## src/common/sra_pkg.sv

```systemverilog
// Shared constants and types of the serial register access front end
package sra_pkg;
    // Register addresses carried in the command byte
    localparam logic [5:0] ADDR_CMD   = 6'h00;  // Command byte
    localparam logic [5:0] ADDR_PORT  = 6'h01;  // Digital port control
    localparam logic [5:0] ADDR_REV   = 6'h02;  // Revision
    localparam logic [5:0] ADDR_TEST  = 6'h03;  // Factory test
    localparam logic [5:0] ADDR_STAT  = 6'h04;  // Converter ready flags
    localparam logic [5:0] ADDR_SUM   = 6'h05;  // Integrity sum
    localparam logic [5:0] ADDR_ZERO  = 6'h06;  // Converter zero coefficient
    localparam logic [5:0] ADDR_DATA0 = 6'h08;  // Channel 0 result
    localparam logic [5:0] ADDR_DATA1 = 6'h0A;  // Channel 1 result
    localparam logic [5:0] ADDR_MODE0 = 6'h38;  // Mode, channel 0
    localparam logic [5:0] ADDR_MODE1 = 6'h3A;  // Mode, channel 1
    // Command byte fields
    localparam int CMD_RW_BIT    = 6;           // 1 = read
    localparam int ADDR_CHAN_BIT = 1;           // Channel select in address
    // Port control fields
    localparam int PORT_LVL0_BIT  = 7;
    localparam int PORT_LVL1_BIT  = 6;
    localparam int PORT_DIR0_BIT  = 5;
    localparam int PORT_DIR1_BIT  = 4;
    localparam int PORT_READY_PIN_FUNCTION_BIT = 3;
    localparam int PORT_SYNC_BIT  = 0;
    // Ready flag positions in the status byte
    localparam int STAT_CHAN_ZERO_DONE_FLAG_BIT = 0;
    localparam int STAT_CHAN_ONE_DONE_FLAG_BIT = 2;
    // Mode register fields
    localparam int MODE_MD_MSB   = 7;
    localparam int MODE_MD_LSB   = 5;
    localparam int MODE_WIDE_BIT = 1;           // 1 = 24-bit results
    localparam logic [2:0] MD_IDLE = 3'h0;
    // Reset values
    localparam logic [23:0] ZERO_RESET = 24'h80_0000;
    localparam logic [23:0] TEST_RESET = 24'h00_0000;
    localparam logic [15:0] SUM_RESET  = 16'h0000;
    localparam logic [7:0]  MODE_RESET = 8'h00;
    localparam logic [1:0]  DIR_RESET  = 2'h3;  // Both pins inputs
    // Transfer lengths in serial clocks
    localparam logic [4:0] LEN_8  = 5'h08;
    localparam logic [4:0] LEN_16 = 5'h10;
    localparam logic [4:0] LEN_24 = 5'h18;
    // Ones needed to reset the interface
    localparam logic [5:0] ONES_RESET = 6'h20;
    // Interface states
    typedef enum logic [2:0] {
        ST_CMD   = 3'b001,
        ST_WRITE = 3'b010,
        ST_READ  = 3'b100
    } sra_state_type;
endpackage : sra_pkg

```

## src/rtl/sra_top.sv

```systemverilog
// Serial register access front end of a two-channel converter
//
// Summary of operation
// - Each transaction opens with a command byte
// - Command bit 6 picks read or write
// - Command bits 5..0 address; bit 7 zero
// - Address bit 1 selects channel and mode
// - After transfer, next byte is a command
// - 32 ones with select low resets all
// - Port bits 7,6 drive or read pins
// - Direction bits 5,4: one means input
// - Ready pin: any channel or all enabled
// - Port bit 0 enables sync pin
// - Revision register: revision and generic code
// - Finished conversion sets channel ready flag
// - Reading channel data clears its flag
// - Unread result update clears the flag
// - Mode write clears all ready flags
// - Calibration holds flags low, then sets
// - Flag bits 0 and 2, others zero
// - Zero coefficient resets to 800000h, auto-loaded
// - Zero coefficient writable only when idle
`timescale 1ns/1ps
module sra_top #(
    parameter logic [3:0] REV_CODE     = 4'h1,  // Arbitrary value
    parameter logic [3:0] GENERIC_CODE = 4'h9   // Arbitrary value
) (
    input  wire logic        CLK_SYS,
    input  wire logic        NRST,
    input  wire logic        SCLK,
    input  wire logic        CS_N,
    input  wire logic        DIN,
    output logic             DOUT,
    output logic             DOUT_OE_N,
    input  wire logic        PORT_PIN_ZERO_IN,
    output logic             PORT_PIN_ZERO_OUT,
    output logic             PORT_PIN_ZERO_OE_N,
    input  wire logic        PORT_PIN_ONE_IN,
    output logic             PORT_PIN_ONE_OUT,
    output logic             PORT_PIN_ONE_OE_N,
    output logic             RDY_N,
    output logic             SYNC_EN,
    input  wire logic [1:0]  CHAN_ENABLE,
    input  wire logic [1:0]  CONV_UPDATE,
    input  wire logic [1:0]  CONV_DONE,
    input  wire logic [23:0] CONV_DATA0,
    input  wire logic [23:0] CONV_DATA1,
    input  wire logic        CAL_BUSY,
    input  wire logic        CAL_DONE,
    input  wire logic        ZERO_CAL_LOAD,
    input  wire logic [23:0] ZERO_CAL_VALUE,
    output logic [23:0]      ZERO_COEF,
    output logic [7:0]       MODE_VALUE,
    output logic             MODE_CHANNEL,
    output logic             MODE_WRITE,
    output logic             SOFT_RESET
);

    // Transfer length of a register, in serial clocks
    function automatic logic [4:0] reg_len(input logic [5:0] addr, input logic wide);
        case (addr)
            sra_pkg::ADDR_TEST, sra_pkg::ADDR_ZERO: reg_len = sra_pkg::LEN_24;
            sra_pkg::ADDR_SUM:                      reg_len = sra_pkg::LEN_16;
            sra_pkg::ADDR_DATA0, sra_pkg::ADDR_DATA1:
                reg_len = wide ? sra_pkg::LEN_24 : sra_pkg::LEN_16;
            default:                                reg_len = sra_pkg::LEN_8;
        endcase
    endfunction : reg_len

    // Two-stage synchronisers for pins
    logic [4:0] pin_s1_r;                // First stage, read only by second
    logic [4:0] pin_s2_r;                // Synchronised pins
    logic       sclk_d_r;                // Previous synchronised serial clock
    logic       sclk_s, cs_low, din_s;   // Synchronised link signals
    logic [1:0] port_pin_s;              // Synchronised port pins
    logic       sclk_rise, sclk_fall;    // Serial clock edges

    // Capture pins, then delay clock for edge finding
    always_ff @(posedge CLK_SYS or negedge NRST) begin
        if (!NRST) begin
            pin_s1_r <= 5'h03;
            pin_s2_r <= 5'h03;
            sclk_d_r <= 1'b1;
        end else begin
            pin_s1_r <= {PORT_PIN_ONE_IN, PORT_PIN_ZERO_IN, DIN, CS_N, SCLK};
            pin_s2_r <= pin_s1_r;
            sclk_d_r <= pin_s2_r[0];
        end
    end

    assign sclk_s     = pin_s2_r[0];
    assign cs_low     = !pin_s2_r[1];
    assign din_s      = pin_s2_r[2];
    assign port_pin_s = pin_s2_r[4:3];
    assign sclk_rise  = cs_low && sclk_s && !sclk_d_r;
    assign sclk_fall  = cs_low && !sclk_s && sclk_d_r;

    // Interface and register state
    sra_pkg::sra_state_type state_r, state_nxt;  // Interface state
    logic [4:0]  cnt_r, cnt_nxt;                 // Bits done this phase
    logic [4:0]  len_r, len_nxt;                 // Length of data phase
    logic [23:0] sh_r, sh_nxt;                   // Shift register
    logic [5:0]  addr_r, addr_nxt;               // Target of data phase
    logic [5:0]  ones_r, ones_nxt;               // Consecutive ones seen
    logic [1:0]  lvl_r, lvl_nxt;                 // Port output levels
    logic [1:0]  dir_r, dir_nxt;                 // Port directions
    logic        ready_pin_function_r, ready_pin_function_nxt;             // Ready pin function
    logic        sync_r, sync_nxt;               // Sync pin enable
    logic [1:0]  flags_r, flags_nxt;             // Channel ready flags
    logic [23:0] test_r, test_nxt;               // Factory test contents
    logic [15:0] sum_r, sum_nxt;                 // Integrity sum contents
    logic [23:0] zero_r, zero_nxt;               // Zero coefficient
    logic [7:0]  mode_r, mode_nxt;               // Mode register
    logic        mchan_r, mchan_nxt;             // Mode channel
    logic        mwr_r, mwr_nxt;                 // Mode write pulse
    logic        soft_r, soft_nxt;               // Soft reset pulse
    logic        dout_r, dout_nxt;               // Serial data out
    logic        rdy_n_r, rdy_n_nxt;             // Ready pin
    logic [7:0]  cmd;                            // Completed command byte
    logic [23:0] rd_val;                         // Value to shift out
    logic [23:0] wr_val;                         // Completed write value
    logic        wr_mode, idle;                  // Mode write now, idle mode
    logic [1:0]  data_rd;                        // Channel data read starts

    // Next-state logic of the whole interface
    always_comb begin
        state_nxt = state_r;
        cnt_nxt   = cnt_r;
        len_nxt   = len_r;
        sh_nxt    = sh_r;
        addr_nxt  = addr_r;
        ones_nxt  = ones_r;
        lvl_nxt   = lvl_r;
        dir_nxt   = dir_r;
        ready_pin_function_nxt = ready_pin_function_r;
        sync_nxt  = sync_r;
        test_nxt  = test_r;
        sum_nxt   = sum_r;
        zero_nxt  = zero_r;
        mode_nxt  = mode_r;
        mchan_nxt = mchan_r;
        mwr_nxt   = 1'b0;
        soft_nxt  = 1'b0;
        dout_nxt  = dout_r;
        wr_mode   = 1'b0;
        data_rd   = 2'b00;
        idle      = mode_r[sra_pkg::MODE_MD_MSB:sra_pkg::MODE_MD_LSB] == sra_pkg::MD_IDLE;
        cmd       = {sh_r[6:0], din_s};
        wr_val    = {sh_r[22:0], din_s};
        rd_val    = '0;
        // Register contents as read, right aligned
        case (cmd[5:0])
            sra_pkg::ADDR_PORT: rd_val[7:0] = {
                dir_r[0] ? port_pin_s[0] : lvl_r[0],
                dir_r[1] ? port_pin_s[1] : lvl_r[1],
                dir_r[0], dir_r[1], ready_pin_function_r, 2'b00, sync_r};
            sra_pkg::ADDR_REV:  rd_val[7:0] = {REV_CODE, GENERIC_CODE};
            sra_pkg::ADDR_TEST: rd_val = test_r;
            sra_pkg::ADDR_STAT: begin
                rd_val[sra_pkg::STAT_CHAN_ZERO_DONE_FLAG_BIT] = flags_r[0];
                rd_val[sra_pkg::STAT_CHAN_ONE_DONE_FLAG_BIT] = flags_r[1];
            end
            sra_pkg::ADDR_SUM:  rd_val[15:0] = sum_r;
            sra_pkg::ADDR_ZERO: rd_val = zero_r;
            sra_pkg::ADDR_DATA0: rd_val = mode_r[sra_pkg::MODE_WIDE_BIT] ? CONV_DATA0
                                          : {8'h00, CONV_DATA0[23:8]};
            sra_pkg::ADDR_DATA1: rd_val = mode_r[sra_pkg::MODE_WIDE_BIT] ? CONV_DATA1
                                          : {8'h00, CONV_DATA1[23:8]};
            sra_pkg::ADDR_MODE0, sra_pkg::ADDR_MODE1: rd_val[7:0] = mode_r;
            default: rd_val = '0;                // Unmapped reads as zero
        endcase
        // Data out changes on the falling serial clock
        if (sclk_fall) begin
            dout_nxt = (state_r == sra_pkg::ST_READ) ? sh_r[23] : 1'b0;
        end
        if (sclk_rise) begin
            ones_nxt = din_s ? ((ones_r == sra_pkg::ONES_RESET) ? ones_r : ones_r + 6'h01)
                             : 6'h00;
            sh_nxt   = {sh_r[22:0], din_s};
            cnt_nxt  = cnt_r + 5'h01;
            case (state_r)
                sra_pkg::ST_CMD: begin
                    if (cnt_r == sra_pkg::LEN_8 - 5'h01) begin
                        addr_nxt = cmd[5:0];
                        len_nxt  = reg_len(cmd[5:0], mode_r[sra_pkg::MODE_WIDE_BIT]);
                        cnt_nxt  = 5'h00;
                        if (cmd[sra_pkg::CMD_RW_BIT]) begin
                            state_nxt = sra_pkg::ST_READ;
                            sh_nxt    = rd_val << (sra_pkg::LEN_24 - len_nxt);
                            data_rd[0] = cmd[5:0] == sra_pkg::ADDR_DATA0;
                            data_rd[1] = cmd[5:0] == sra_pkg::ADDR_DATA1;
                        end else begin
                            state_nxt = sra_pkg::ST_WRITE;
                        end
                    end
                end
                sra_pkg::ST_WRITE: begin
                    if (cnt_r == len_r - 5'h01) begin
                        state_nxt = sra_pkg::ST_CMD;
                        cnt_nxt   = 5'h00;
                        case (addr_r)
                            sra_pkg::ADDR_PORT: begin
                                lvl_nxt   = {wr_val[sra_pkg::PORT_LVL1_BIT],
                                             wr_val[sra_pkg::PORT_LVL0_BIT]};
                                dir_nxt   = {wr_val[sra_pkg::PORT_DIR1_BIT],
                                             wr_val[sra_pkg::PORT_DIR0_BIT]};
                                ready_pin_function_nxt = wr_val[sra_pkg::PORT_READY_PIN_FUNCTION_BIT];
                                sync_nxt  = wr_val[sra_pkg::PORT_SYNC_BIT];
                            end
                            sra_pkg::ADDR_TEST: test_nxt = wr_val;
                            sra_pkg::ADDR_SUM:  sum_nxt  = wr_val[15:0];
                            sra_pkg::ADDR_ZERO: if (idle) zero_nxt = wr_val;
                            sra_pkg::ADDR_MODE0, sra_pkg::ADDR_MODE1: begin
                                mode_nxt  = wr_val[7:0];
                                mchan_nxt = addr_r[sra_pkg::ADDR_CHAN_BIT];
                                mwr_nxt   = 1'b1;
                                wr_mode   = 1'b1;
                            end
                            default: ;                 // Read-only or unmapped
                        endcase
                    end
                end
                sra_pkg::ST_READ: begin
                    if (cnt_r == len_r - 5'h01) begin
                        state_nxt = sra_pkg::ST_CMD;
                        cnt_nxt   = 5'h00;
                    end
                end
                default: begin
                    state_nxt = sra_pkg::ST_CMD;
                    cnt_nxt   = 5'h00;
                end
            endcase
        end
        // Calibration result replaces the coefficient
        if (ZERO_CAL_LOAD) begin
            zero_nxt = ZERO_CAL_VALUE;
        end
        // Long run of ones resets the whole block
        if (ones_nxt == sra_pkg::ONES_RESET && sclk_rise) begin
            state_nxt = sra_pkg::ST_CMD;
            cnt_nxt   = 5'h00;
            len_nxt   = sra_pkg::LEN_8;
            sh_nxt    = '0;
            addr_nxt  = sra_pkg::ADDR_CMD;
            lvl_nxt   = 2'b00;
            dir_nxt   = sra_pkg::DIR_RESET;
            ready_pin_function_nxt = 1'b0;
            sync_nxt  = 1'b0;
            test_nxt  = sra_pkg::TEST_RESET;
            sum_nxt   = sra_pkg::SUM_RESET;
            zero_nxt  = sra_pkg::ZERO_RESET;
            mode_nxt  = sra_pkg::MODE_RESET;
            mchan_nxt = 1'b0;
            mwr_nxt   = 1'b0;
            wr_mode   = 1'b0;
            data_rd   = 2'b00;
            dout_nxt  = 1'b0;
            soft_nxt  = 1'b1;
        end
        // Ready flags: clears first, then sets win
        flags_nxt = flags_r & ~CONV_UPDATE & ~data_rd;
        if (wr_mode || CAL_BUSY || soft_nxt) begin
            flags_nxt = 2'b00;
        end
        flags_nxt = flags_nxt | CONV_DONE;
        if (CAL_DONE) begin
            flags_nxt = 2'b11;
        end
        // Ready pin low on any flag or on all enabled flags
        if (ready_pin_function_nxt) begin
            rdy_n_nxt = !((|CHAN_ENABLE) && (&(flags_nxt | ~CHAN_ENABLE)));
        end else begin
            rdy_n_nxt = !(|flags_nxt);
        end
    end

    // Register the interface state
    always_ff @(posedge CLK_SYS or negedge NRST) begin
        if (!NRST) begin
            state_r <= sra_pkg::ST_CMD;
            cnt_r   <= 5'h00;
            len_r   <= sra_pkg::LEN_8;
            sh_r    <= '0;
            addr_r  <= sra_pkg::ADDR_CMD;
            ones_r  <= 6'h00;
            lvl_r   <= 2'b00;
            dir_r   <= sra_pkg::DIR_RESET;
            ready_pin_function_r <= 1'b0;
            sync_r  <= 1'b0;
            flags_r <= 2'b00;
            test_r  <= sra_pkg::TEST_RESET;
            sum_r   <= sra_pkg::SUM_RESET;
            zero_r  <= sra_pkg::ZERO_RESET;
            mode_r  <= sra_pkg::MODE_RESET;
            mchan_r <= 1'b0;
            mwr_r   <= 1'b0;
            soft_r  <= 1'b0;
            dout_r  <= 1'b0;
            rdy_n_r <= 1'b1;
        end else begin
            state_r <= state_nxt;
            cnt_r   <= cnt_nxt;
            len_r   <= len_nxt;
            sh_r    <= sh_nxt;
            addr_r  <= addr_nxt;
            ones_r  <= ones_nxt;
            lvl_r   <= lvl_nxt;
            dir_r   <= dir_nxt;
            ready_pin_function_r <= ready_pin_function_nxt;
            sync_r  <= sync_nxt;
            flags_r <= flags_nxt;
            test_r  <= test_nxt;
            sum_r   <= sum_nxt;
            zero_r  <= zero_nxt;
            mode_r  <= mode_nxt;
            mchan_r <= mchan_nxt;
            mwr_r   <= mwr_nxt;
            soft_r  <= soft_nxt;
            dout_r  <= dout_nxt;
            rdy_n_r <= rdy_n_nxt;
        end
    end

    // Outputs
    assign DOUT               = dout_r;
    assign DOUT_OE_N          = !(cs_low && state_r == sra_pkg::ST_READ);
    assign PORT_PIN_ZERO_OUT  = lvl_r[0];
    assign PORT_PIN_ZERO_OE_N = dir_r[0];
    assign PORT_PIN_ONE_OUT   = lvl_r[1];
    assign PORT_PIN_ONE_OE_N  = dir_r[1];
    assign RDY_N              = rdy_n_r;
    assign SYNC_EN            = sync_r;
    assign ZERO_COEF          = zero_r;
    assign MODE_VALUE         = mode_r;
    assign MODE_CHANNEL       = mchan_r;
    assign MODE_WRITE         = mwr_r;
    assign SOFT_RESET         = soft_r;
endmodule : sra_top

```

## config.mk

```make
export PLATFORM = sky130hd
export DESIGN_NAME = sra_top
export DESIGN_NICKNAME = d
export VERILOG_FILES = /design/src/common/sra_pkg.sv /design/src/rtl/sra_top.sv
export SDC_FILE = /design/constraint.sdc
export NUM_CORES = 1
export LEC_CHECK = 0
export ABC_AREA = 0
export BUFFER_PORTS_ARGS = -buffer_cell sky130_fd_sc_hd__buf_4
export CORE_MARGIN = 10
export CORE_UTILIZATION = 57
export CTS_CLUSTER_SIZE = 8
export DETAILED_ROUTE_END_ITERATION = 10
export GPL_TIMING_DRIVEN = 0
export PLACE_DENSITY_LB_ADDON = 0.1
export RECOVER_POWER = 25
export SLEW_MARGIN = 0
export SYNTH_ARGS = -nofsm -noshare
export SYNTH_HDL_FRONTEND = slang
export SYNTH_SLANG_ARGS = --single-unit
```

## constraint.sdc

```tcl
create_clock -name CLK_SYS -period 5.3 [get_ports CLK_SYS]
set_input_delay 1.06 -clock CLK_SYS [delete_from_list [all_inputs] [get_ports CLK_SYS]]
set_output_delay 1.06 -clock CLK_SYS [all_outputs]
set_load 0.01 [all_outputs]
```

After elaboration in Yosys (flattened, before gate mapping)
Index checks and enable logic that the tools add are counted.
- $add $sub $neg: 4
- equality and inequality tests: 25
- shifts and indexed selects: 1
- multiplexer cells: 106
- bitwise operators: 7
- reductions and logical operators: 46
- operators with widths (kind ; count):
    24-bit 2-to-1 mux ; 19
    16-bit 2-to-1 mux ; 5
    5-bit 2-to-1 mux ; 11
    6-bit 2-to-1 mux ; 7
    8-bit 2-to-1 mux ; 5
    5-bit one-hot mux with 8 select lines ; 1
    8-bit one-hot mux with 5 select lines ; 1
    6-bit == test, second input constant ; 6
    2-bit 2-to-1 mux ; 17
    8-bit one-hot mux with 4 select lines ; 1
    6-bit by 3-bit == test with 1-bit output, second input constant ; 5
    1-bit 2-to-1 mux ; 27
    24-bit by 5-bit << shifter with 24-bit output ; 1
    2-bit nonzero test ; 10
    6-bit by 2-bit == test with 1-bit output, second input constant ; 3
    4-bit AND reduction ; 4
    3-bit 2-to-1 mux ; 5
    5-bit one-hot mux with 3 select lines ; 1
    3-bit nonzero test ; 5
    2-bit OR reduction ; 7
    6-bit by 1-bit == test with 1-bit output, second input constant ; 2
    6-bit by 4-bit == test with 1-bit output, second input constant ; 2
    5-bit one-hot mux with 2 select lines ; 1
    1-bit one-hot mux with 9 select lines ; 1
    other kinds (25) ; 42
- flip-flop bits (word level): 145
- bits of input ports: 88
- output and inout bits: 43
- word-level logic and storage cells: 212

Longest topological paths before layout
- word-level depth: 17
- mapped depth: 10
- gate-level depth less buffers: 9

Worst setup path before layout
Ideal clock, no wire load.
- path kind: reg-to-reg
- from: register ones_r[0]
- to: register zero_r[10] (netlist: ZERO_COEF[10])
- library setup time: 0.132 ns
- arrival time: 2.352 ns
- data required time: 5.168 ns
- slack: 2.817 ns
- cell stages (with the launch flop): 9
- path buffers: 2
- clock period less this slack: 2.483 ns
- cell sequence: dfrtp_1 > inv_1 > ha_1 > nor4b_1 > o21ai_0 > nor3_2 > clkbuf_1 > clkbuf_1 > nor2_1
- cells in the longest elaborated chain, start to end: 8
- elaborated cells between the ends (all ways): 14
- classes of those cells: add/sub (1); eq/ne (2); mux (4); reduce/logical (7)
- RTL lines (element ; line ; RTL):
    from (decl) ; sra_top.sv:104 ; logic [5:0] ones_r, ones_nxt;
    from (signal assigned) ; sra_top.sv:307 ; ones_r <= ones_nxt;
    6-bit by 1-bit adder with 6-bit output or 6-bit == test (tied branches) ; sra_top.sv:177 ; ones_nxt = din_s ? ((ones_r == sra_pkg::ONES_RESET) ? ones_r : ones_r + 6'h01)
    6-bit 2-to-1 mux (2 in series) ; sra_top.sv:177 ;
    6-bit 2-to-1 mux * ; sra_top.sv:176 ; if (sclk_rise) begin
    6-bit == test * ; sra_top.sv:240 ; if (ones_nxt == sra_pkg::ONES_RESET && sclk_rise) begin
    1-bit logical AND * ; sra_top.sv:240 ;
    3-bit nonzero test (no line) ; n/a ;
    5-bit AND reduction (no line) ; n/a ;
    to (signal assigned) ; sra_top.sv:294 ; zero_r <= sra_pkg::ZERO_RESET;
    to (signal assigned) ; sra_top.sv:315 ; zero_r <= zero_nxt;
    to (decl) ; sra_top.sv:112 ; logic [23:0] zero_r, zero_nxt;
Every way passes the cells marked *; elsewhere a longest branch is shown, timed or not.
A chain may end at the register's enable or synchronous reset.

Final worst setup path
- from: register ones_r[0]
- to: register zero_r[12] (netlist: ZERO_COEF[12])
The elaborated chain is that of the path after synthesis.

==> metrics.md <==
| Metric | Value |
|---|---|
| H-tree Lvls | `4` |
| Count of yosys warnings during synthesis | `0` |
| EDFF count, synth | `0` |
| Setup TNS | `0 ns` |
| Total power | `3.12 mW` |
| Crit. End Element | `register` |
| Leak | `4.28 nW` |
| Final Hold Viols | `0` |
| Die area | `19400 µm²` |
| Async S/R FF share, synth | `100%` |
| Worst-Margin Slew | `~2.8 ns` |
| DRT Pass-1 Iters | `8` |
| Iter 0 DRT Violations | `1239` |
| Post-synth top area cell | `dfrtp_1` |
| Vias in the first global route | `between 7000 and 8000` |
| Final Skew | `just over 0.005 ns` |
| Arr. time, crit path | `roughly 4.1 ns` |
| Layout cells sized above 1 | `25.3%` |
| WL final | `around 30000 µm` |
| Crit path time final | `3.77 ns` |
| Top FF cell, synth | `dfrtp_1` |
| Syn_area_per_cell | `9.55 µm²` |
| Top-count cell post-synth | `dfrtp_1` |
| CP Class | `register to register` |
| Final Slew Violations | `50` |
| Status | `finished, violations left` |
| TritonCTS buffer count | `17` |
| Core Rows | `43` |
| Final worst path period share | `between 70% and 80%` |
| Synth area leaders | `dfrtp_1 40%, mux2i_1 7.8%, nand2_1 5.5%` |
| HPWL after DPL | `21200 µm` |
| Post-CTS Setup Bufs | `0` |
| Max VDD drop | `0.343 mV` |
| Grt ovf | `0` |
| Core footprint | `around 14000 µm²` |
| Fin worst setup slack | `1.53 ns` |
| Sequential share of the synthesized area | `44.0%` |
| Syn Inst Count | `848` |
| RSZ-0062 raised after global routing | `false` |
| Commonest cells in the netlist | `131 x dfrtp_1, 118 x nand2_1, 79 x nor2_1` |
| Antenna cell count | `0` |
| Pre-CTS setup slack | `1.65 ns` |
| Cts hold-fix bufs | `0` |
| Critical path startpoint category | `register` |
| Clk root buf | `clkbuf_16` |
| Vias/cell | `6.65` |
| CP Max Fanout | `10` |
| Vias | `7908` |
| Io pins | `131` |
| Setup violators final | `0` |
| Global-route wire length before repair | `approximately 45000 µm` |
| CTS tree | `done` |
| IO Port Bufs | `129` |
| Post-cts gate resize count | `0` |
| Wire length per cell | `24.6 µm` |
| Highest Clock Rate | `0.265 GHz` |
| Max cap viols | `1` |
| Largest net degree at the start of global routing | `94` |
| Antenna-violating nets left | `0` |
| Synth cell types | `81` |
| Clock Sinks | `142` |
| Syn Nets | `about 940` |
| DIE HEIGHT | `139 µm` |
| Register-to-register setup slack | `around 1.5 ns` |
| Clock-pin slew on the worst setup and hold paths | `0.06 ns` |
| Slew Limit Headroom | `-86.7%` |
| Finished Cell Area | `9900 µm²` |
| Dpl cell area | `9330 µm²` |
| Final net count | `1088` |
| Initial antenna violation count | `0` |
| Synthesis-stage register bit count | `142` |
| Die width | `between 100 and 150 µm` |
| Mapped Area | `8100 µm²` |
| Post-synth top area share | `40.5%` |
| Failing checks | `capacitance limit, slew limit` |
| Hold Path Class | `register to register` |
| Skew-Pair Late Insertion Delay | `0.43 ns` |
| Routability Congestion | `between 0.9 and 1` |
| DRC | `0` |
| CP required | `about 5.6 ns` |
| Initial Util | `58.4%` |
| Maximum clock path buffer count | `2` |
| Power Density | `315 nW/µm²` |
| Gr usage total | `roughly 29%` |
| Area delta synth->final | `22.2%` |
[kinds of logic after synthesis]
family | share of synthesized area (%)
xor gates and xnor gates | 0.324
AOI/OAI and AO/OA | 20.8
DFF | 44.0
and+or+nand+nor | 17.8
muxes | 12.1
adders and majority gates | 0.463
buffers and inverters | 4.36
[registers in the layout (all words and copies together), names as in the netlist, 3 cells and up]
register / cells
MODE_VALUE: 8
ZERO_COEF: 24
addr_r: 6
cnt_r: 5
ones_r: 6
pin_s1_r: 5
pin_s2_r: 5
sh_r: 24
state_r: 3
sum_r: 16
test_r: 24
[worst paths after layout]
check	end	depth (start not counted)	start
setup reg to reg	ZERO_COEF[12]	8	ones_r[0]
min in group asynchronous	ones_r[1]	1	NRST
hold / removal	pin_s2_r[4]	0	pin_s1_r[4]
setup / recovery	ZERO_COEF[12]	8	ones_r[0]
hold reg to reg	pin_s2_r[4]	0	pin_s1_r[4]
max in group asynchronous	sh_r[1]	1	NRST
[layout by cell type, fill, tap and decap left out, types with 11 or more instances in the layout]
cell type / netlist / layout
clkbuf_16: 0 / 17
nand3_1: 12 / 12
a221oi_1: 12 / 12
buf_2: 21 / 21
dfrtp_1: 131 / 131
a22o_1: 24 / 24
nor2_1: 79 / 79
mux2i_1: 63 / 63
inv_1: 11 / 11
nand2_1: 118 / 118
clkbuf_1: 31 / 32
a211oi_1: 16 / 16
mux2_2: 30 / 30
a22oi_1: 16 / 16
buf_4: 6 / 129
o21ai_0: 32 / 32
nor3_1: 16 / 16
a21oi_1: 61 / 61
[final cells by class]
type / instances / area, µm²
plain buffers: 64 / 304
clock buffers: 19 / 453
clock inverters: 13 / 128
fillers: 1109 / 3980
inverters: 13 / 48.8
multi-input cells: 629 / 4180
flip-flops and latches: 142 / 3570
well taps: 180 / 225
repair buffers: 130 / 992
[worst max-delay path, stage by stage (launching register included)]
cell,delay [ns]
dfrtp_1,0.47
inv_1,0.16
ha_1,0.36
nor4b_1,0.39
o21ai_0,0.19
nor3_2,0.80
clkbuf_1,0.64
clkbuf_1,0.48
nor2_1,0.12
[power by group]
| group | switching [mW] | internal [mW] |
|---|---|---|
| Sequential | 0.123 | 1.18 |
| Combinational | 0.374 | 0.260 |
| Clock | 0.508 | 0.679 |
| Total | 1.00 | 2.12 |
[per-stage QoR]
stage	hold slack, ns	utilization (%)	cells
2_1_floorplan	0.331	-	848
3_3_place_gp	0.331	67.0	1157
3_5_place_dp	0.340	67.2	1158
4_1_cts	0.355	71.4	1190
5_1_grt	0.363	71.3	1190
6_report	0.351	71.3	1190
[metal layers]
metal  up-vias  routed length [µm]  track usage (%)
li1       3422                   -                -
met1      3778               11200             36.4
met2       595               13100             44.8
met3       113                3680             10.8
met4         0                1290             12.9
met5         -                   0                0
Power figures use the tool's default switching activity.
